### config.mk
export PLATFORM = sky130hd
export DESIGN_NAME = cifl_top
export DESIGN_NICKNAME = d
export VERILOG_FILES = /design/src/cifl_pkg.sv /design/src/cifl_range_check.sv /design/src/cifl_interval_timer.sv /design/src/cifl_top.sv
export VERILOG_INCLUDE_DIRS = /design/src
export SDC_FILE = /design/constraint.sdc
export NUM_CORES = 1
export LEC_CHECK = 0
export ABC_AREA = 1
export BUFFER_PORTS_ARGS = -buffer_cell sky130_fd_sc_hd__buf_2
export CAP_MARGIN = 0
export CORE_MARGIN = 2
export CORE_UTILIZATION = 53
export DETAILED_ROUTE_END_ITERATION = 12
export PLACE_DENSITY = 0.75
export SLEW_MARGIN = 20
export SYNTH_ARGS = -nofsm -noshare
export SYNTH_HDL_FRONTEND = slang
export SYNTH_HIERARCHICAL = 1
export SYNTH_SLANG_ARGS = --single-unit
### constraint.sdc
create_clock -name clk_i -period 1.6 [get_ports clk_i]
set_input_delay 0.16 -clock clk_i [delete_from_list [all_inputs] [get_ports clk_i]]
set_output_delay 0.16 -clock clk_i [all_outputs]
set_load 0.01 [all_outputs]
### src/cifl_regs.svh
// Register offsets, field positions, reset values and masks of the interrupt flag logic.
`ifndef CIFL_REGS_SVH
`define CIFL_REGS_SVH

// ====================================================
// Register byte offsets
`define CIFL_OFS_MODE        6'h00
`define CIFL_OFS_FLAGS       6'h04
`define CIFL_OFS_STATUS      6'h08
`define CIFL_OFS_DATA_BASE   6'h0C
`define CIFL_OFS_DATA_LIMIT  6'h10
`define CIFL_OFS_INSTR_BASE  6'h14
`define CIFL_OFS_INSTR_LIMIT 6'h18
`define CIFL_OFS_TIMER_LOAD  6'h1C
`define CIFL_OFS_TIMER_COUNT 6'h20
`define CIFL_OFS_EXCH_PTR    6'h24
`define CIFL_OFS_PROG_ADDR   6'h28
`define CIFL_OFS_CPU_NUM     6'h2C

// ====================================================
// Mode register bit positions
`define CIFL_MODE_FLOAT  0
`define CIFL_MODE_CMEM   1
`define CIFL_MODE_UMEM   2
`define CIFL_MODE_ORANGE 3
`define CIFL_MODE_IPROC  4
`define CIFL_MODE_TIMER  5
`define CIFL_MODE_EXIT   6
`define CIFL_MODE_SUPER  7
`define CIFL_MODE_LEGACY 8
`define CIFL_MODE_W      9

// ====================================================
// Flag register bit positions
`define CIFL_FLAG_FLOAT  0
`define CIFL_FLAG_CMEM   1
`define CIFL_FLAG_UMEM   2
`define CIFL_FLAG_ORANGE 3
`define CIFL_FLAG_IPROC  4
`define CIFL_FLAG_TIMER  5
`define CIFL_FLAG_EXIT   6
`define CIFL_FLAG_CHAN   7
`define CIFL_FLAG_PRANGE 8
`define CIFL_FLAG_ERREXT 9
`define CIFL_FLAG_W      10

// ====================================================
// Status register fields, reset values and masks
`define CIFL_STAT_FPS      0
`define CIFL_STAT_RMODE_LO 1
`define CIFL_STAT_PORT_LO  4
`define CIFL_MODE_RESET    9'h000
`define CIFL_FLAG_RESET    10'h000
`define CIFL_SUPER_PASS    10'h246
`define CIFL_LEGACY_MASK   32'h00FFFFFF
`define CIFL_RESP_OKAY     2'h0
`define CIFL_RESP_SLVERR   2'h2

`endif

### src/cifl_pkg.sv
// Shared types of the interrupt flag logic.
`include "cifl_regs.svh"
package cifl_pkg;
	typedef logic [31:0] cifl_word_type;
	typedef logic [`CIFL_FLAG_W-1:0] cifl_flags_type;
	typedef logic [`CIFL_MODE_W-1:0] cifl_mode_type;
endpackage

### src/cifl_range_check.sv
// Address window check against a base and limit pair.
`timescale 1ns/1ps
`default_nettype none
module cifl_range_check #(
	parameter int AW = 32
) (
	input  wire logic          valid_i,
	input  wire logic [AW-1:0] addr_i,
	input  wire logic [AW-1:0] base_i,
	input  wire logic [AW-1:0] limit_i,
	output logic               outside_o
);
	// ====================================================
	// Elaboration check
	if (AW < 1) begin : g_bad
		$error("cifl_range_check: AW must be at least 1.");
	end

	// ====================================================
	// The limit is exclusive, so a window with base equal to limit refuses everything.
	assign outside_o = valid_i & ((addr_i < base_i) | (addr_i >= limit_i));
endmodule
`default_nettype wire

### src/cifl_interval_timer.sv
// Programmable interval counter that signals its arrival at zero.
`timescale 1ns/1ps
`default_nettype none
module cifl_interval_timer #(
	parameter int W = 32
) (
	input  wire logic         clk_i,
	input  wire logic         rst_i,
	input  wire logic         load_i,
	input  wire logic [W-1:0] value_i,
	output logic      [W-1:0] count_o,
	output logic              zero_o
);
	// ====================================================
	// Elaboration check
	if (W < 2 || W > 32) begin : g_bad
		$error("cifl_interval_timer: W must lie between 2 and 32.");
	end

	// ====================================================
	// Counter: counts down once per clock and parks at zero until reloaded.
	always_ff @(posedge clk_i) begin
		if (rst_i) begin
			count_o <= '0;
		end else if (load_i) begin
			count_o <= value_i;
		end else if (count_o != '0) begin
			count_o <= count_o - 1'b1;
		end
	end

	// Zero pulse: one cycle when the count steps from one to zero, not while parked.
	always_ff @(posedge clk_i) begin
		if (rst_i) begin
			zero_o <= 1'b0;
		end else begin
			zero_o <= ~load_i & (count_o == {{(W-1){1'b0}}, 1'b1});
		end
	end
endmodule
`default_nettype wire

### src/cifl_top.sv
// Per-CPU interrupt mode, flag and exchange status logic with an AXI4-Lite register port.
// Function
// [RULE1] Any floating error sets float status bit
// [RULE2] Correctable memory error interrupts when enabled
// [RULE3] Interprocessor request sets flag when enabled
// [RULE4] Floating errors interrupt only when enabled
// [RULE5] Either channel completion sets channel flag
// [RULE6] Operand range errors interrupt when enabled
// [RULE7] Uncorrectable memory error interrupts when enabled
// [RULE8] Supervisor mode masks most; gates privileged
// [RULE9] Memory error records read mode, port
// [RULE10] Normal exit sets exit flag when enabled
// [RULE11] Normal exit always requests an exchange
// [RULE12] Data reference outside window sets flag
// [RULE13] Timer reaching zero sets flag when enabled
// [RULE14] Fetch outside instruction window sets flag
// [RULE15] Own programmable 32-bit interval counter
// [RULE16] Exchange stores own processor number
// [RULE17] Program address stored, narrower in legacy
// [RULE18] Floating range error sets float flag
// [RULE19] Exchange pointer names package first word
// [RULE20] Unmasked flag requests exchange at boundary
// [RULE21] Package load clears all flags
`timescale 1ns/1ps
`default_nettype none
`include "cifl_regs.svh"
module cifl_top #(
	parameter int                         TIMER_W = 32,
	parameter logic [7:0]                 CPU_ID  = 8'h00,
	parameter logic [`CIFL_MODE_W-1:0]    MODE_RST = `CIFL_MODE_RESET
) (
	input  wire logic        clk_i,
	input  wire logic        rst_i,
	// AXI4-Lite slave.
	input  wire logic [5:0]  s_axi_awaddr,
	input  wire logic        s_axi_awvalid,
	output logic             s_axi_awready,
	input  wire logic [31:0] s_axi_wdata,
	input  wire logic [3:0]  s_axi_wstrb,
	input  wire logic        s_axi_wvalid,
	output logic             s_axi_wready,
	output logic [1:0]       s_axi_bresp,
	output logic             s_axi_bvalid,
	input  wire logic        s_axi_bready,
	input  wire logic [5:0]  s_axi_araddr,
	input  wire logic        s_axi_arvalid,
	output logic             s_axi_arready,
	output logic [31:0]      s_axi_rdata,
	output logic [1:0]       s_axi_rresp,
	output logic             s_axi_rvalid,
	input  wire logic        s_axi_rready,
	// CPU events.
	input  wire logic        float_error_i,
	input  wire logic        mem_err_corr_i,
	input  wire logic        mem_err_uncorr_i,
	input  wire logic [2:0]  mem_read_mode_i,
	input  wire logic [3:0]  mem_port_i,
	input  wire logic        fetch_valid_i,
	input  wire logic [31:0] fetch_addr_i,
	input  wire logic        operand_valid_i,
	input  wire logic [31:0] operand_addr_i,
	input  wire logic        ipi_request_i,
	input  wire logic        chan_low_done_i,
	input  wire logic        chan_high_done_i,
	input  wire logic        normal_exit_i,
	input  wire logic        error_exit_i,
	input  wire logic        instr_boundary_i,
	input  wire logic [31:0] prog_addr_i,
	input  wire logic        exchange_load_i,
	// Exchange and mode outputs.
	output logic             exchange_req_o,
	output logic [7:0]       processor_number_field_o,
	output logic [31:0]      exchange_prog_addr_o,
	output logic [31:0]      exchange_pointer_o,
	output logic             priv_allowed_o
);
	// ====================================================
	// Elaboration check
	if (TIMER_W < 2 || TIMER_W > 32) begin : g_bad
		$error("cifl_top: TIMER_W must lie between 2 and 32.");
	end

	// ====================================================
	// State
	cifl_pkg::cifl_mode_type  mode;
	cifl_pkg::cifl_flags_type flags;
	cifl_pkg::cifl_flags_type next_events;
	cifl_pkg::cifl_flags_type flag_clear;
	cifl_pkg::cifl_flags_type pass_mask;
	cifl_pkg::cifl_word_type  data_base_address;
	cifl_pkg::cifl_word_type  data_limit_address;
	cifl_pkg::cifl_word_type  instruction_base_address;
	cifl_pkg::cifl_word_type  instruction_limit_address;
	cifl_pkg::cifl_word_type  timer_reload;
	cifl_pkg::cifl_word_type  exchange_pointer;
	cifl_pkg::cifl_word_type  saved_prog_addr;
	cifl_pkg::cifl_word_type  next_rdata;
	logic                     float_error_status_bit;
	logic [2:0]               err_read_mode;
	logic [3:0]               err_port;
	logic                     operand_outside;
	logic                     fetch_outside;
	logic                     timer_zero;
	logic [TIMER_W-1:0]       timer_count;
	logic                     timer_load;
	logic                     pending;
	logic                     exch_set;
	logic [1:0]               next_rresp;
	// Write channel holding.
	logic                     aw_held;
	logic                     w_held;
	logic [5:0]               wr_addr;
	logic [31:0]              wr_data;
	logic [3:0]               wr_strb;
	logic                     wr_do;

	// ====================================================
	// Byte-lane merge of a write into an existing word.
	function automatic logic [31:0] merge(input logic [31:0] old, input logic [31:0] dat,
			input logic [3:0] strb);
		logic [31:0] res;
		res = old;
		for (int b = 0; b < 4; b++) begin
			if (strb[b]) begin
				res[8*b +: 8] = dat[8*b +: 8];
			end
		end
		return res;
	endfunction

	// ====================================================
	// Window checks and interval counter
	cifl_range_check #(.AW(32)) u_operand_check (
		.valid_i   (operand_valid_i),
		.addr_i    (operand_addr_i),
		.base_i    (data_base_address),
		.limit_i   (data_limit_address),
		.outside_o (operand_outside)
	);

	cifl_range_check #(.AW(32)) u_fetch_check (
		.valid_i   (fetch_valid_i),
		.addr_i    (fetch_addr_i),
		.base_i    (instruction_base_address),
		.limit_i   (instruction_limit_address),
		.outside_o (fetch_outside)
	);

	// The counter is private to this CPU and runs at the system clock rate.
	cifl_interval_timer #(.W(TIMER_W)) u_timer ( // RULE15
		.clk_i   (clk_i),
		.rst_i   (rst_i),
		.load_i  (timer_load),
		.value_i (timer_reload[TIMER_W-1:0]),
		.count_o (timer_count),
		.zero_o  (timer_zero)
	);

	// ====================================================
	// AXI4-Lite write path
	// Address and data are taken in either order; the write lands once both are held.
	assign wr_do = aw_held & w_held & ~s_axi_bvalid;

	always_ff @(posedge clk_i) begin
		if (rst_i) begin
			aw_held       <= 1'b0;
			s_axi_awready <= 1'b0;
			wr_addr       <= 6'h00;
		end else if (s_axi_awvalid & s_axi_awready) begin
			aw_held       <= 1'b1;
			s_axi_awready <= 1'b0;
			wr_addr       <= s_axi_awaddr;
		end else if (wr_do) begin
			aw_held       <= 1'b0;
		end else begin
			s_axi_awready <= ~aw_held & ~s_axi_bvalid;
		end
	end

	always_ff @(posedge clk_i) begin
		if (rst_i) begin
			w_held       <= 1'b0;
			s_axi_wready <= 1'b0;
			wr_data      <= 32'h00000000;
			wr_strb      <= 4'h0;
		end else if (s_axi_wvalid & s_axi_wready) begin
			w_held       <= 1'b1;
			s_axi_wready <= 1'b0;
			wr_data      <= s_axi_wdata;
			wr_strb      <= s_axi_wstrb;
		end else if (wr_do) begin
			w_held       <= 1'b0;
		end else begin
			s_axi_wready <= ~w_held & ~s_axi_bvalid;
		end
	end

	// Write response; unmapped or read-only offsets answer SLVERR.
	always_ff @(posedge clk_i) begin
		if (rst_i) begin
			s_axi_bvalid <= 1'b0;
			s_axi_bresp  <= `CIFL_RESP_OKAY;
		end else if (wr_do) begin
			s_axi_bvalid <= 1'b1;
			unique case (wr_addr)
				`CIFL_OFS_MODE, `CIFL_OFS_FLAGS, `CIFL_OFS_DATA_BASE, `CIFL_OFS_DATA_LIMIT,
				`CIFL_OFS_INSTR_BASE, `CIFL_OFS_INSTR_LIMIT, `CIFL_OFS_TIMER_LOAD,
				`CIFL_OFS_EXCH_PTR: s_axi_bresp <= `CIFL_RESP_OKAY;
				default: s_axi_bresp <= `CIFL_RESP_SLVERR;
			endcase
		end else if (s_axi_bready) begin
			s_axi_bvalid <= 1'b0;
		end
	end

	// ====================================================
	// Software-written registers
	always_ff @(posedge clk_i) begin
		if (rst_i) begin
			mode <= MODE_RST;
		end else if (wr_do && wr_addr == `CIFL_OFS_MODE) begin
			mode <= cifl_pkg::cifl_mode_type'(merge({23'h000000, mode}, wr_data, wr_strb));
		end
	end

	always_ff @(posedge clk_i) begin
		if (rst_i) begin
			data_base_address         <= 32'h00000000;
			data_limit_address        <= 32'h00000000;
			instruction_base_address  <= 32'h00000000;
			instruction_limit_address <= 32'h00000000;
			exchange_pointer          <= 32'h00000000;
		end else if (wr_do) begin
			unique case (wr_addr)
				`CIFL_OFS_DATA_BASE:
					data_base_address <= merge(data_base_address, wr_data, wr_strb);
				`CIFL_OFS_DATA_LIMIT:
					data_limit_address <= merge(data_limit_address, wr_data, wr_strb);
				`CIFL_OFS_INSTR_BASE:
					instruction_base_address <= merge(instruction_base_address, wr_data, wr_strb);
				`CIFL_OFS_INSTR_LIMIT:
					instruction_limit_address <= merge(instruction_limit_address, wr_data, wr_strb);
				`CIFL_OFS_EXCH_PTR:
					exchange_pointer <= merge(exchange_pointer, wr_data, wr_strb); // RULE19
				default: ;
			endcase
		end
	end

	// A write to the reload word also restarts the counter from that value.
	always_ff @(posedge clk_i) begin
		if (rst_i) begin
			timer_reload <= 32'h00000000;
			timer_load   <= 1'b0;
		end else begin
			timer_load <= wr_do && wr_addr == `CIFL_OFS_TIMER_LOAD;
			if (wr_do && wr_addr == `CIFL_OFS_TIMER_LOAD) begin
				timer_reload <= merge(timer_reload, wr_data, wr_strb);
			end
		end
	end

	// ====================================================
	// Flag events
	// Each flag but the channel, fetch range and error exit flags is gated by its mode bit here; supervisor masking acts on the request instead.
	always_comb begin
		next_events = '0;
		next_events[`CIFL_FLAG_FLOAT]  = float_error_i & mode[`CIFL_MODE_FLOAT]; // RULE4 RULE18
		next_events[`CIFL_FLAG_CMEM]   = mem_err_corr_i & mode[`CIFL_MODE_CMEM]; // RULE2
		next_events[`CIFL_FLAG_UMEM]   = mem_err_uncorr_i & mode[`CIFL_MODE_UMEM]; // RULE7
		next_events[`CIFL_FLAG_ORANGE] = operand_outside & mode[`CIFL_MODE_ORANGE]; // RULE6 RULE12
		next_events[`CIFL_FLAG_IPROC]  = ipi_request_i & mode[`CIFL_MODE_IPROC]; // RULE3
		next_events[`CIFL_FLAG_TIMER]  = timer_zero & mode[`CIFL_MODE_TIMER]; // RULE13
		next_events[`CIFL_FLAG_EXIT]   = normal_exit_i & mode[`CIFL_MODE_EXIT]; // RULE10
		next_events[`CIFL_FLAG_CHAN]   = chan_low_done_i | chan_high_done_i; // RULE5
		next_events[`CIFL_FLAG_PRANGE] = fetch_outside; // RULE14
		next_events[`CIFL_FLAG_ERREXT] = error_exit_i;
	end

	// Software clears a flag by writing one to it; a package load clears them all.
	always_comb begin
		flag_clear = {`CIFL_FLAG_W{exchange_load_i}}; // RULE21
		if (wr_do && wr_addr == `CIFL_OFS_FLAGS) begin
			flag_clear = flag_clear | wr_data[`CIFL_FLAG_W-1:0];
		end
	end

	// One flip-flop per flag; a new event wins over a clear in the same cycle.
	for (genvar i = 0; i < `CIFL_FLAG_W; i++) begin : g_flag
		always_ff @(posedge clk_i) begin
			if (rst_i) begin
				flags[i] <= 1'((`CIFL_FLAG_RESET) >> i);
			end else if (next_events[i]) begin
				flags[i] <= 1'b1;
			end else if (flag_clear[i]) begin
				flags[i] <= 1'b0;
			end
		end
	end

	// ====================================================
	// Status field
	// The float status bit sees every floating error, whatever the mode bit says.
	always_ff @(posedge clk_i) begin
		if (rst_i) begin
			float_error_status_bit <= 1'b0;
		end else if (float_error_i) begin
			float_error_status_bit <= 1'b1; // RULE1
		end else if (exchange_load_i) begin
			float_error_status_bit <= 1'b0;
		end
	end

	// The most recent memory error overwrites the recorded mode and port.
	always_ff @(posedge clk_i) begin
		if (rst_i) begin
			err_read_mode <= 3'h0;
			err_port      <= 4'h0;
		end else if (mem_err_corr_i | mem_err_uncorr_i) begin
			err_read_mode <= mem_read_mode_i; // RULE9
			err_port      <= mem_port_i;
		end
	end

	// ====================================================
	// Exchange request
	// In supervisor mode only memory errors and the two exits may reach the request.
	assign pass_mask = mode[`CIFL_MODE_SUPER] ? `CIFL_SUPER_PASS : '1; // RULE8
	assign pending   = |(flags & pass_mask); // RULE20
	// Exits request at once; other flags wait for a boundary, not the load cycle itself.
	assign exch_set  = normal_exit_i | error_exit_i | // RULE11
		(instr_boundary_i & pending & ~exchange_load_i); // RULE20

	always_ff @(posedge clk_i) begin
		if (rst_i) begin
			exchange_req_o <= 1'b0;
		end else if (exch_set) begin
			exchange_req_o <= 1'b1;
		end else if (exchange_load_i) begin
			exchange_req_o <= 1'b0;
		end
	end

	// The stored program address is captured as the request rises.
	always_ff @(posedge clk_i) begin
		if (rst_i) begin
			saved_prog_addr <= 32'h00000000;
		end else if (exch_set & ~exchange_req_o) begin
			saved_prog_addr <= mode[`CIFL_MODE_LEGACY] ? // RULE17
				(prog_addr_i & `CIFL_LEGACY_MASK) : prog_addr_i;
		end
	end

	// Package-facing outputs, each from its own flop.
	always_ff @(posedge clk_i) begin
		if (rst_i) begin
			processor_number_field_o <= 8'h00;
			exchange_prog_addr_o     <= 32'h00000000;
			exchange_pointer_o       <= 32'h00000000;
			priv_allowed_o           <= 1'b0;
		end else begin
			processor_number_field_o <= CPU_ID; // RULE16
			exchange_prog_addr_o     <= saved_prog_addr;
			exchange_pointer_o       <= exchange_pointer; // RULE19
			priv_allowed_o           <= mode[`CIFL_MODE_SUPER]; // RULE8
		end
	end

	// ====================================================
	// AXI4-Lite read path
	always_comb begin
		next_rdata = 32'h00000000;
		next_rresp = `CIFL_RESP_OKAY;
		unique case (s_axi_araddr)
			`CIFL_OFS_MODE:        next_rdata[`CIFL_MODE_W-1:0] = mode;
			`CIFL_OFS_FLAGS:       next_rdata[`CIFL_FLAG_W-1:0] = flags;
			`CIFL_OFS_STATUS: begin
				next_rdata[`CIFL_STAT_FPS] = float_error_status_bit;
				next_rdata[`CIFL_STAT_RMODE_LO +: 3] = err_read_mode;
				next_rdata[`CIFL_STAT_PORT_LO +: 4] = err_port;
			end
			`CIFL_OFS_DATA_BASE:   next_rdata = data_base_address;
			`CIFL_OFS_DATA_LIMIT:  next_rdata = data_limit_address;
			`CIFL_OFS_INSTR_BASE:  next_rdata = instruction_base_address;
			`CIFL_OFS_INSTR_LIMIT: next_rdata = instruction_limit_address;
			`CIFL_OFS_TIMER_LOAD:  next_rdata = timer_reload;
			`CIFL_OFS_TIMER_COUNT: next_rdata[TIMER_W-1:0] = timer_count;
			`CIFL_OFS_EXCH_PTR:    next_rdata = exchange_pointer;
			`CIFL_OFS_PROG_ADDR:   next_rdata = saved_prog_addr;
			`CIFL_OFS_CPU_NUM:     next_rdata[7:0] = CPU_ID;
			default:               next_rresp = `CIFL_RESP_SLVERR;
		endcase
	end

	// One read at a time: arready drops while an answer waits.
	always_ff @(posedge clk_i) begin
		if (rst_i) begin
			s_axi_arready <= 1'b0;
			s_axi_rvalid  <= 1'b0;
			s_axi_rdata   <= 32'h00000000;
			s_axi_rresp   <= `CIFL_RESP_OKAY;
		end else if (s_axi_arvalid & s_axi_arready) begin
			s_axi_arready <= 1'b0;
			s_axi_rvalid  <= 1'b1;
			s_axi_rdata   <= next_rdata;
			s_axi_rresp   <= next_rresp;
		end else if (s_axi_rvalid) begin
			if (s_axi_rready) begin
				s_axi_rvalid <= 1'b0;
			end
		end else begin
			s_axi_arready <= 1'b1;
		end
	end
endmodule
`default_nettype wire

* Word-level counts from Yosys, hierarchy flattened
Cells that the tools add are included.
** Storage, ports and cells
- Logic and storage cells :: 214
- Input port bits :: 170
- Flip-flop bits (word level) :: 436
** Operators by class
- Order comparisons :: 4
- Bitwise logic cells :: 34
- $add $sub $neg :: 1
- Equal/unequal tests :: 19
- Reductions and logical operators :: 54
- Multiplexer cells :: 42
** Operators with widths (number)
- case mux 22 bit (8 select lines) :: 1
- two-way mux 32 bit :: 3
- case mux 8 bit (11 select lines) :: 1
- >= comparator 32 bit :: 2
- < comparator 32 bit :: 2
- AND reduction 3 bit :: 20
- equality test 6 x 5 -> 1 bit, second input constant :: 8
- equality test 32 x 1 -> 1 bit, second input constant :: 1
- nonzero test 2 bit :: 16
- nonzero test 32 bit :: 1
- subtractor 32 x 1 -> 32 bit, second input constant :: 1
- two-way mux 1 bit :: 31
- equality test 6 bit, second input constant :: 5
- AND 1 bit :: 20
- equality test 6 x 4 -> 1 bit, second input constant :: 3
- equality test 6 x 3 -> 1 bit, second input constant :: 2
- zero test 6 bit :: 2
- AND reduction 2 bit :: 6
- OR reduction 12 bit :: 1
- AND 10 bit :: 1
- two-way mux 10 bit :: 1
- bitwise OR 10 bit :: 1
- case mux 1 bit (10 select lines) :: 1
- OR reduction 10 bit :: 1
- other kinds (8) :: 23

* Depth between registers and ports, before layout
Gate-level depths: netlist of run 1.
- Depth after elaboration :: 7
- Mapped depth :: 15

* By module
Netlist of run 1, hierarchy kept.
** Modules (own cells, without submodules)
- cifl_top :: times used 1, cells an instance 2256, area an instance 16134.2 µm²
- cifl_range_check :: times used 2, cells an instance 265, area an instance 1642.8 µm²
- cifl_interval_timer :: times used 1, cells an instance 372, area an instance 2224.6 µm²

* Worst setup path before layout of run 1
OpenSTA, ideal clock, no wires.
- Path kind :: reg-to-reg
- From :: reg u_timer.count_o[1]
- To :: reg u_timer.count_o[6]
- Data arrival time :: 1.456 ns
- Path slack :: 0.011 ns
- Stages on the path, launching flop included :: 11
- Period minus slack after synthesis :: 1.589 ns
- Path buffers :: 1
- Cell sequence :: dfxtp_1 > inv_1 > ha_1 > nand2_2 > nor2_8 > nand3b_4 > nor2_8 > nor2_8 > buf_6 > nand2_1 > a21oi_1
** Between the ends
- Longest elaborated chain between the ends :: 3
- Elaborated cells between the ends (all ways) :: 5
- Those cells by class :: add/sub (1); mux (2); reduce/logical (2)
** RTL lines
- from (decl) :: line cifl_interval_timer.sv:11 : output logic [W-1:0] count_o,
- from (signal assigned) :: line cifl_interval_timer.sv:26 : count_o <= value_i;
- from (signal assigned) :: line cifl_interval_timer.sv:28 : count_o <= count_o - 1'b1;
- subtractor 32 x 1 -> 32 bit :: line cifl_interval_timer.sv:28
- two-way mux 32 bit :: line cifl_interval_timer.sv:27 : end else if (count_o != '0) begin
- two-way mux 32 bit :: line cifl_interval_timer.sv:25 : end else if (load_i) begin
Several ways; a longest one is shown, not always the timed one. The select of a mux whose other input is x is not followed.
A chain may end at the register's enable or synchronous reset.

* Worst setup path in the final report of run 1
- From :: reg instruction_limit_address[25]
- To :: reg flags[8]
** Between the ends
- Longest elaborated chain between the ends :: 4
- Elaborated cells between the ends (all ways) :: 5
- Those cells by class :: order compare (1); mux (1); bitwise (2); reduce/logical (1)
** RTL lines
- from (decl) :: line cifl_top.sv:93 : cifl_pkg::cifl_word_type instruction_limit_address;
- from (signal assigned) :: line cifl_top.sv:242 : instruction_limit_address <= merge(instruction_limit_address, wr_data, wr_strb);
- >= comparator 32 bit (*) :: line cifl_range_check.sv:21 : assign outside_o = valid_i & ((addr_i < base_i) | (addr_i >= limit_i));
- bitwise OR 1 bit (*) :: line cifl_range_check.sv:21
- AND 1 bit (*) :: line cifl_range_check.sv:21
- net fetch_outside :: line cifl_top.sv:102 : logic fetch_outside;
- two-way mux 1 bit / nonzero test 2 bit (equally long branches)
- to (signal, indexed assignment) :: line cifl_top.sv:292 : flags[i] <= 1'((`CIFL_FLAG_RESET) >> i);
- to (decl) :: line cifl_top.sv:86 : cifl_pkg::cifl_flags_type flags;
Mark *: on every way through the listed nets, which the timed path passes. The rest lies on a longest branch.

==> impl_metrics.env, run 1 <==
export IMPL_crit_slowest_cell="dfxtp_1"
export IMPL_yosysTopAreaCellShare=0.401
export IMPL_core_area_um2=40600
export IMPL_vias=24600
export IMPL_rr_worst_depth=10
export IMPL_tritoncts="yes"
export IMPL_r2r_slack_ps=-270
export IMPL_cts_max_level=2
export IMPL_routed_wl_um=86300
export IMPL_whs_ps=25.1
export IMPL_finClkSkew_ps=28.6
export IMPL_syn2layout_area_growth_pct=44.3
export IMPL_crit_chain="inv_1 > ha_1 > a21oi_1 > o21ai_1 > a21oi_1 > nand2_1 > a21oi_2 > a21oi_2 > inv_1 > a21oi_2"
export IMPL_finalPower_uw=35000
export IMPL_setup_tns_ps=-13380
export IMPL_antenna_found_initial=2
export IMPL_async_flop_share=0
export IMPL_clkSinkCount=434
export IMPL_clk_pin_slew_ps=70
export IMPL_crit_arrival_ps=2340
export IMPL_wl_per_cell_um=19.6
export IMPL_grt_overflow=0
export IMPL_whs_path_depth=4
export IMPL_cpMostUsedCell="a21oi_2"
export IMPL_drive_above_1_share=0.323
export IMPL_critical_path_buf_inv_count=2
export IMPL_grt_max_degree=67
export IMPL_layout_nets=4129
export IMPL_finalCritPeriodShare=1.17
export IMPL_vdd_drop_max_uv=976
export IMPL_synth_area_um2=21600
export IMPL_ys_warn_count=6
export IMPL_min_to="wr_data[14]"
export IMPL_ant_nets=0
export IMPL_setup_ws_ps=-275
export IMPL_synth_main_ff_cell="dfxtp_1"
export IMPL_die_h_um=206
export IMPL_synthTopCellsByArea="dfxtp_1 (40%), nand2_1 (12%), nor2_1 (9.5%), ha_1 (7.4%), o21ai_0 (7.1%)"
export IMPL_dr_pass1_iters=5
export IMPL_num_rows=74
export IMPL_cp_required_ps=2060
export IMPL_failed_checks="setup timing"
export IMPL_r2r_end="flags[8]"
export IMPL_p_leak_uw=0.0142
export IMPL_num_fill_cells=2877
export IMPL_root_buffer="clkbuf_16"
export IMPL_status="finished, violations left"
export IMPL_maxCapViolations=0
export IMPL_synth_edf_count=0
export IMPL_slew_headroom=0.593
export IMPL_r2r_start="instruction_limit_address[25]"
export IMPL_die_w_um=206
export IMPL_start_util=0.534
export IMPL_synth_cell_types=42
export IMPL_ios=285
export IMPL_setup_viol=178
export IMPL_port_buffers=274
export IMPL_critPathCaptureType="flip-flop"
export IMPL_globalplace_congestion=1.02
export IMPL_avgSynthCellArea_um2=6.85
export IMPL_finalWorstPathRequiredPeriod_ps=1870
export IMPL_min_from="s_axi_wdata[14]"
export IMPL_clockBufferDepth=3
export IMPL_crit_path_max_fanout=2
export IMPL_yosysSeqAreaShare=0.401
export IMPL_max_stage_delay_ps=340
export IMPL_crit_type="flip-flop to flip-flop"
export IMPL_worst_pin_slew_ps=610
export IMPL_grt_usage=0.363
export IMPL_critical_path_top_delay_family="compound AO/OA/AOI/OAI gates"
export IMPL_die_area_um2=42500
export IMPL_ys_ff_latch=434
export IMPL_startpoint_type="flip-flop"
export IMPL_hold_class="input pin to flip-flop"
export IMPL_grt_pass1_vias=22600
export IMPL_drc=0
export IMPL_yosysTopAreaCell="dfxtp_1"
export IMPL_dp_hpwl_um=58300
export IMPL_p_per_area_nw_per_um2=1120
export IMPL_drt_iter0_drc=2513
export IMPL_synthCells=3158
export IMPL_slew_violations=0
export IMPL_rsz0062_at_grt="yes"
export IMPL_viasPerCell=5.59
export IMPL_max_freq_mhz=533
export IMPL_hold_viol=0
export IMPL_numCtsBuffers=47
export IMPL_place_ws_ps=-469
export IMPL_clock_latency_ps=590
export IMPL_grt_pass1_wl_um=119000
[where the power goes]
part           switching (µW)  internal, µW  total [µW]
clock network            4560          6640       11200
registers                 693         11400       12100
logic                    6880          4820       11700
total                   12100         22900       35000
[worst max path at each step]
stage / from / endpoint / slack [ps] / depth (start not counted)
2_1_floorplan: u_timer/count_o[1] / u_timer/count_o[6] / 10 / 10
4_1_cts: data_limit_address[1] / flags[3] / -110 / 14
6_report: instruction_limit_address[25] / flags[8] / -270 / 10
5_1_grt: data_base_address[1] / flags[3] / -300 / 15
3_3_place_gp: data_limit_address[1] / flags[3] / -400 / 14
3_5_place_dp: data_limit_address[1] / flags[3] / -470 / 14
[registers in the layout, summed over array words and instances, names as in the netlist, 6 cells and up]
signal / flops
instruction_base_address: 32
data_base_address: 32
exchange_pointer_o: 32
mode: 9
flags: 10
instruction_limit_address: 32
timer_reload: 32
wr_addr: 6
s_axi_rdata: 32
wr_data: 32
exchange_pointer: 32
exchange_prog_addr_o: 32
data_limit_address: 32
saved_prog_addr: 32
u_timer/count_o: 32
[what timing repair did]
action	4_1_cts	5_1_grt
gates cloned	2	16
pin swaps	61	161
buffers inserted	19	40
setup endpoints to repair	164	254
resized for setup	151	606
hold endpoints to repair	99	1
hold buffers	93	1
[layout make-up]
type | count | area, µm² | share of cell area
multi-input cells | 2234 | 13000 | 0.415
flip-flops and latches | 434 | 8780 | 0.281
repair buffers | 734 | 5780 | 0.185
inverters | 378 | 1480 | 0.0473
clock buffers | 71 | 1440 | 0.0461
well taps | 532 | 666 | 0.0213
clock inverters | 9 | 126 | 0.00405
repair inverters | 2 | 10.0 | 0.000320
diodes | 1 | 2.50 | 0.0000801
[cell usage after synthesis, drive strengths merged, types with 3 or more instances]
master and instances:
a21oi 270, buf 58, clkbuf 67, clkinv 3
dfxtp 434, ha 128, inv 375, nand2 717
nand3 125, nand3b 4, nand4 16, nor2 580
nor3 14, o211ai 11, o21a 3, o21ai 334
xnor2 3, xor2 6
[logic make-up (layout without fill, tap and decap cells)]
| family | count (synthesis) | in the layout | synth area share |
|---|---|---|---|
| and+or+nand+nor | 1457 | 1461 | 0.276 |
| AOI/OAI and AO/OA | 626 | 626 | 0.149 |
| buffers and inverters | 503 | 1194 | 0.0954 |
| DFF | 434 | 434 | 0.401 |
| adders and majority gates | 128 | 128 | 0.0740 |
| xor gates and xnor gates | 9 | 9 | 0.00364 |
| other | 1 | 11 | 0.000173 |
[worst register-to-register path, delay by kind of cell, from the launching register on]
kind	cells	cell delay [ps]
AOI/OAI and AO/OA	6	840
DFF	1	340
adders and majority gates	1	310
buffers and inverters	2	150
and+or+nand+nor	1	110
[layer usage]
metal / GRT usage / part of all wire / vias to the layer above
met4: 0.229 / 0.074 / 0
met2: 0.609 / 0.47 / 1410
met1: 0.440 / 0.37 / 11400
met3: 0.0454 / 0.083 / 368
met5: 0 / 0 / -
li1: - / - / 11400
[layout by cell type, fill, tap and decap left out, types with 53 or more instances in the layout]
master	count
nor2_2	55
inv_1	321
nand3_1	105
ha_1	85
o21ai_1	59
o21ai_2	91
a21oi_2	78
a21oi_1	189
dfxtp_1	367
clkbuf_16	53
dfxtp_2	65
nand2_1	656
buf_6	57
nor2_1	488
buf_4	268
dlygate4sd3_1	94
o21ai_0	173
buf_2	275
[metrics by stage]
step,instances,cell area (µm²),utilization
final,4395,31200,0.770
after detailed placement,4149,25600,0.632
after global routing,4395,31200,0.770
after global placement,4149,25600,0.632
after CTS,4343,28900,0.712
after floorplan,3167,21700,-
No activity file was read; power rests on OpenSTA's default activity.
==> run 2, diff against run 1 <==
--- a/config.mk
+++ b/config.mk
@@ -10,11 +10,10 @@
 export BUFFER_PORTS_ARGS = -buffer_cell sky130_fd_sc_hd__buf_2
 export CAP_MARGIN = 0
 export CORE_MARGIN = 2
-export CORE_UTILIZATION = 53
+export CORE_UTILIZATION = 52
 export DETAILED_ROUTE_END_ITERATION = 12
-export PLACE_DENSITY = 0.75
+export PLACE_DENSITY = 0.74
 export SLEW_MARGIN = 20
 export SYNTH_ARGS = -nofsm -noshare
 export SYNTH_HDL_FRONTEND = slang
-export SYNTH_HIERARCHICAL = 1
 export SYNTH_SLANG_ARGS = --single-unit
==> run 2 against run 1 <==
  * The run still ends with setup timing left
  * Setup slack improved by 50 ps
  * Clock power is essentially flat
  * Utilization up 1.6 points
  * Cell count decreased by 11%
  * Area after synthesis decreased by 7.0%
  * Design area decreased by 3.2%
  * Sequential share of layout area increased by 0.83 points
  * Maximum frequency up 2.7%
  * Count of clock-buffer cells in the layout fell by 6
  * Critical path type unchanged
==> impl_metrics.env, run 2 <==
export IMPL_avgSynthCellArea_um2=7.65
export IMPL_layout_nets=3671
export IMPL_vias=22800
export IMPL_synth_cell_types=53
export IMPL_finalWorstPathRequiredPeriod_ps=1820
export IMPL_grt_usage=0.378
export IMPL_regArea_um2=8750
export IMPL_numCtsBuffers=46
export IMPL_seqPwrFrac=0.363
export IMPL_wl_per_cell_um=21.6
export IMPL_crit_type="flip-flop to flip-flop"
export IMPL_critPathCaptureType="flip-flop"
export IMPL_core_area_um2=38500
export IMPL_finClkSkew_ps=24.5
export IMPL_root_buffer="clkbuf_16"
export IMPL_start_util=0.523
export IMPL_cp_required_ps=2060
export IMPL_yosysTopAreaCellShare=0.431
export IMPL_synth_edf_count=0
export IMPL_startpoint_type="flip-flop"
export IMPL_layout_commonest_cell="dfxtp_1"
export IMPL_synthTopCellsByArea="dfxtp_1 (43%), a21oi_1 (8.7%), ha_1 (8.0%), o21ai_0 (7.6%), nand2_1 (6.0%)"
export IMPL_failed_checks="setup timing"
export IMPL_ys_ff_latch=434
export IMPL_whs_ps=27.3
export IMPL_grt_overflow=0
export IMPL_antenna_found_initial=0
export IMPL_status="finished, violations left"
export IMPL_maxCapViolations=0
export IMPL_synthCells=2631
export IMPL_internal_power_uw=22400
export IMPL_slew_violations=0
export IMPL_globalplace_congestion=0.970
export IMPL_crit_path_max_fanout=6
export IMPL_p_comb_frac=0.300
export IMPL_grt_max_degree=86
export IMPL_synth_area_um2=20100
export IMPL_routed_wl_um=84800
export IMPL_max_freq_mhz=548
export IMPL_power_switching_uw=10500
export IMPL_vdd_drop_max_uv=1040
export IMPL_p_per_area_nw_per_um2=1090
export IMPL_viasPerCell=5.80
export IMPL_pwr_share_clk=0.336
export IMPL_synth_common_cells="dfxtp_1 (434), a21oi_1 (350), nand2_1 (321), inv_1 (309), o21ai_0 (304)"
export IMPL_grt_pass1_wl_um=119000
export IMPL_ant_nets=0
export IMPL_clkSinkCount=434
export IMPL_async_flop_share=0
export IMPL_slew_headroom=0.626
export IMPL_dr_pass1_iters=8
export IMPL_dp_hpwl_um=53700
export IMPL_hold_class="input pin to flip-flop"
export IMPL_die_h_um=201
export IMPL_finalCritPeriodShare=1.14
export IMPL_setup_viol=211
export IMPL_antenna_cells=0
export IMPL_syn2layout_area_growth_pct=50.3
export IMPL_p_sw_frac=0.320
export IMPL_rsz0062_at_grt="yes"
export IMPL_grt_pass1_vias=21900
export IMPL_yosysTopAreaCell="dfxtp_1"
export IMPL_drc=0
export IMPL_setup_ws_ps=-225
export IMPL_yosysMostFrequentCell="dfxtp_1"
export IMPL_clk_pin_slew_ps=60
export IMPL_synth_main_ff_cell="dfxtp_1"
export IMPL_num_rows=72
export IMPL_num_fill_cells=2520
export IMPL_drt_iter0_drc=2178
export IMPL_ys_warn_count=0
export IMPL_clockBufferDepth=3
export IMPL_cts_max_level=2
export IMPL_yosysSeqAreaShare=0.431
export IMPL_ios=285
export IMPL_tritoncts="yes"
export IMPL_layout_common_cells="dfxtp_1 (390), buf_4 (343), nand2_1 (289)"
export IMPL_p_leak_uw=0.0128
export IMPL_fin_area_um2=30300
export IMPL_clock_latency_ps=600
export IMPL_port_buffers=274
export IMPL_worst_pin_slew_ps=561
export IMPL_die_area_um2=40300
export IMPL_crit_arrival_ps=2280
export IMPL_drive_above_1_share=0.375
export IMPL_hold_viol=0
export IMPL_place_area_um2=24700
export IMPL_multiInputGateArea_um2=11600
export IMPL_die_w_um=201
run 2: changes by cell type after synthesis, sizes merged, moves of 48 or more:
| cell | delta |
|---|---|
| a21oi | +80 |
| inv | -48 |
| nand2 | -390 |
| nand3 | -62 |
| nor2 | -254 |
| o22ai | +69 |
run 2: final cells by class:
cell class | count | area share
Timing Repair Buffer | 803 | 0.209
Sequential cell | 434 | 0.289
Multi-Input combinational cell | 1748 | 0.383
Timing Repair inverter | 3 | 0.000744
Clock buffer | 65 | 0.0451
Inverter | 337 | 0.0444
Clock inverter | 19 | 0.00633
Tap cell | 518 | 0.0214
run 2: worst paths after layout:
| check | end | start | cells past startpoint | slack, ps |
|---|---|---|---|---|
| worst min-delay path | s_axi_rresp[1] | s_axi_araddr[4] | 5 | 30 |
| worst max-delay path | u_timer.count_o[3] | u_timer.count_o[3] | 10 | -220 |
| worst min register to register | s_axi_rdata[16] | s_axi_rdata[16] | 2 | 450 |
| worst max register to register | u_timer.count_o[3] | u_timer.count_o[3] | 10 | -220 |
run 2: kinds of logic (layout without fill, tap and decap cells):
kind of cell / after synthesis / count (layout) / share of synthesized area
and+or+nand+nor: 760 / 763 / 0.162
other: 1 / 10 / 0.000186
xor gates and xnor gates: 23 / 23 / 0.0100
adders and majority gates: 128 / 128 / 0.0795
DFF: 434 / 434 / 0.431
AOI/OAI and AO/OA: 823 / 823 / 0.224
buffers and inverters: 461 / 1227 / 0.0922
muxes: 1 / 1 / 0.000497
run 2: power groups by stage:
stage / Combinational (µW) / Clock, µW / Sequential (µW)
floorplan: 4040 / 0 / 12100
detailed placement: 7290 / 0 / 12100
finish: 9910 / 11100 / 12000
global route: 10600 / 11500 / 12000
global placement: 7170 / 0 / 12100
CTS: 8480 / 11100 / 11900
run 2: timing repair:
action                                 4_1_cts  5_1_grt
pin swaps                                   70      161
endpoints found under the hold margin      103        0
setup endpoints to repair                  222      270
hold buffers                                99        0
gates resized for setup                    220      490
cloned                                       6       12
buffers inserted                            27       32
run 2: worst max-delay path: stages (launching register included):
cell	delay (ps)
dfxtp_1	410
nor2_4	160
nand2_4	70
nor2_4	130
nand2_2	80
nor2_4	110
inv_2	60
nor2_4	200
nor2_2	160
a22oi_1	240
nor2_1	80
run 2: metrics by stage:
step / setup slack, ps / utilization / instances / power [µW] / setup TNS [ps]
final: -225 / 0.786 / 3927 / 33000 / -13650
after floorplan: -15.1 / - / 2640 / 16100 / -157
after CTS: -132 / 0.735 / 3888 / 31500 / -1980
after global placement: -420 / 0.642 / 3673 / 19300 / -19350
after detailed placement: -468 / 0.642 / 3673 / 19400 / -22550
after global routing: -303 / 0.786 / 3927 / 34200 / -29590
run 2: routing by layer:
metal	routed length, µm	vias up	global-route usage	share of wire
met5	0	-	0	0
met4	6680	0	0.246	0.079
met3	7150	397	0.0524	0.084
met2	39900	1414	0.639	0.47
met1	31100	10700	0.452	0.37
li1	-	10300	-	-
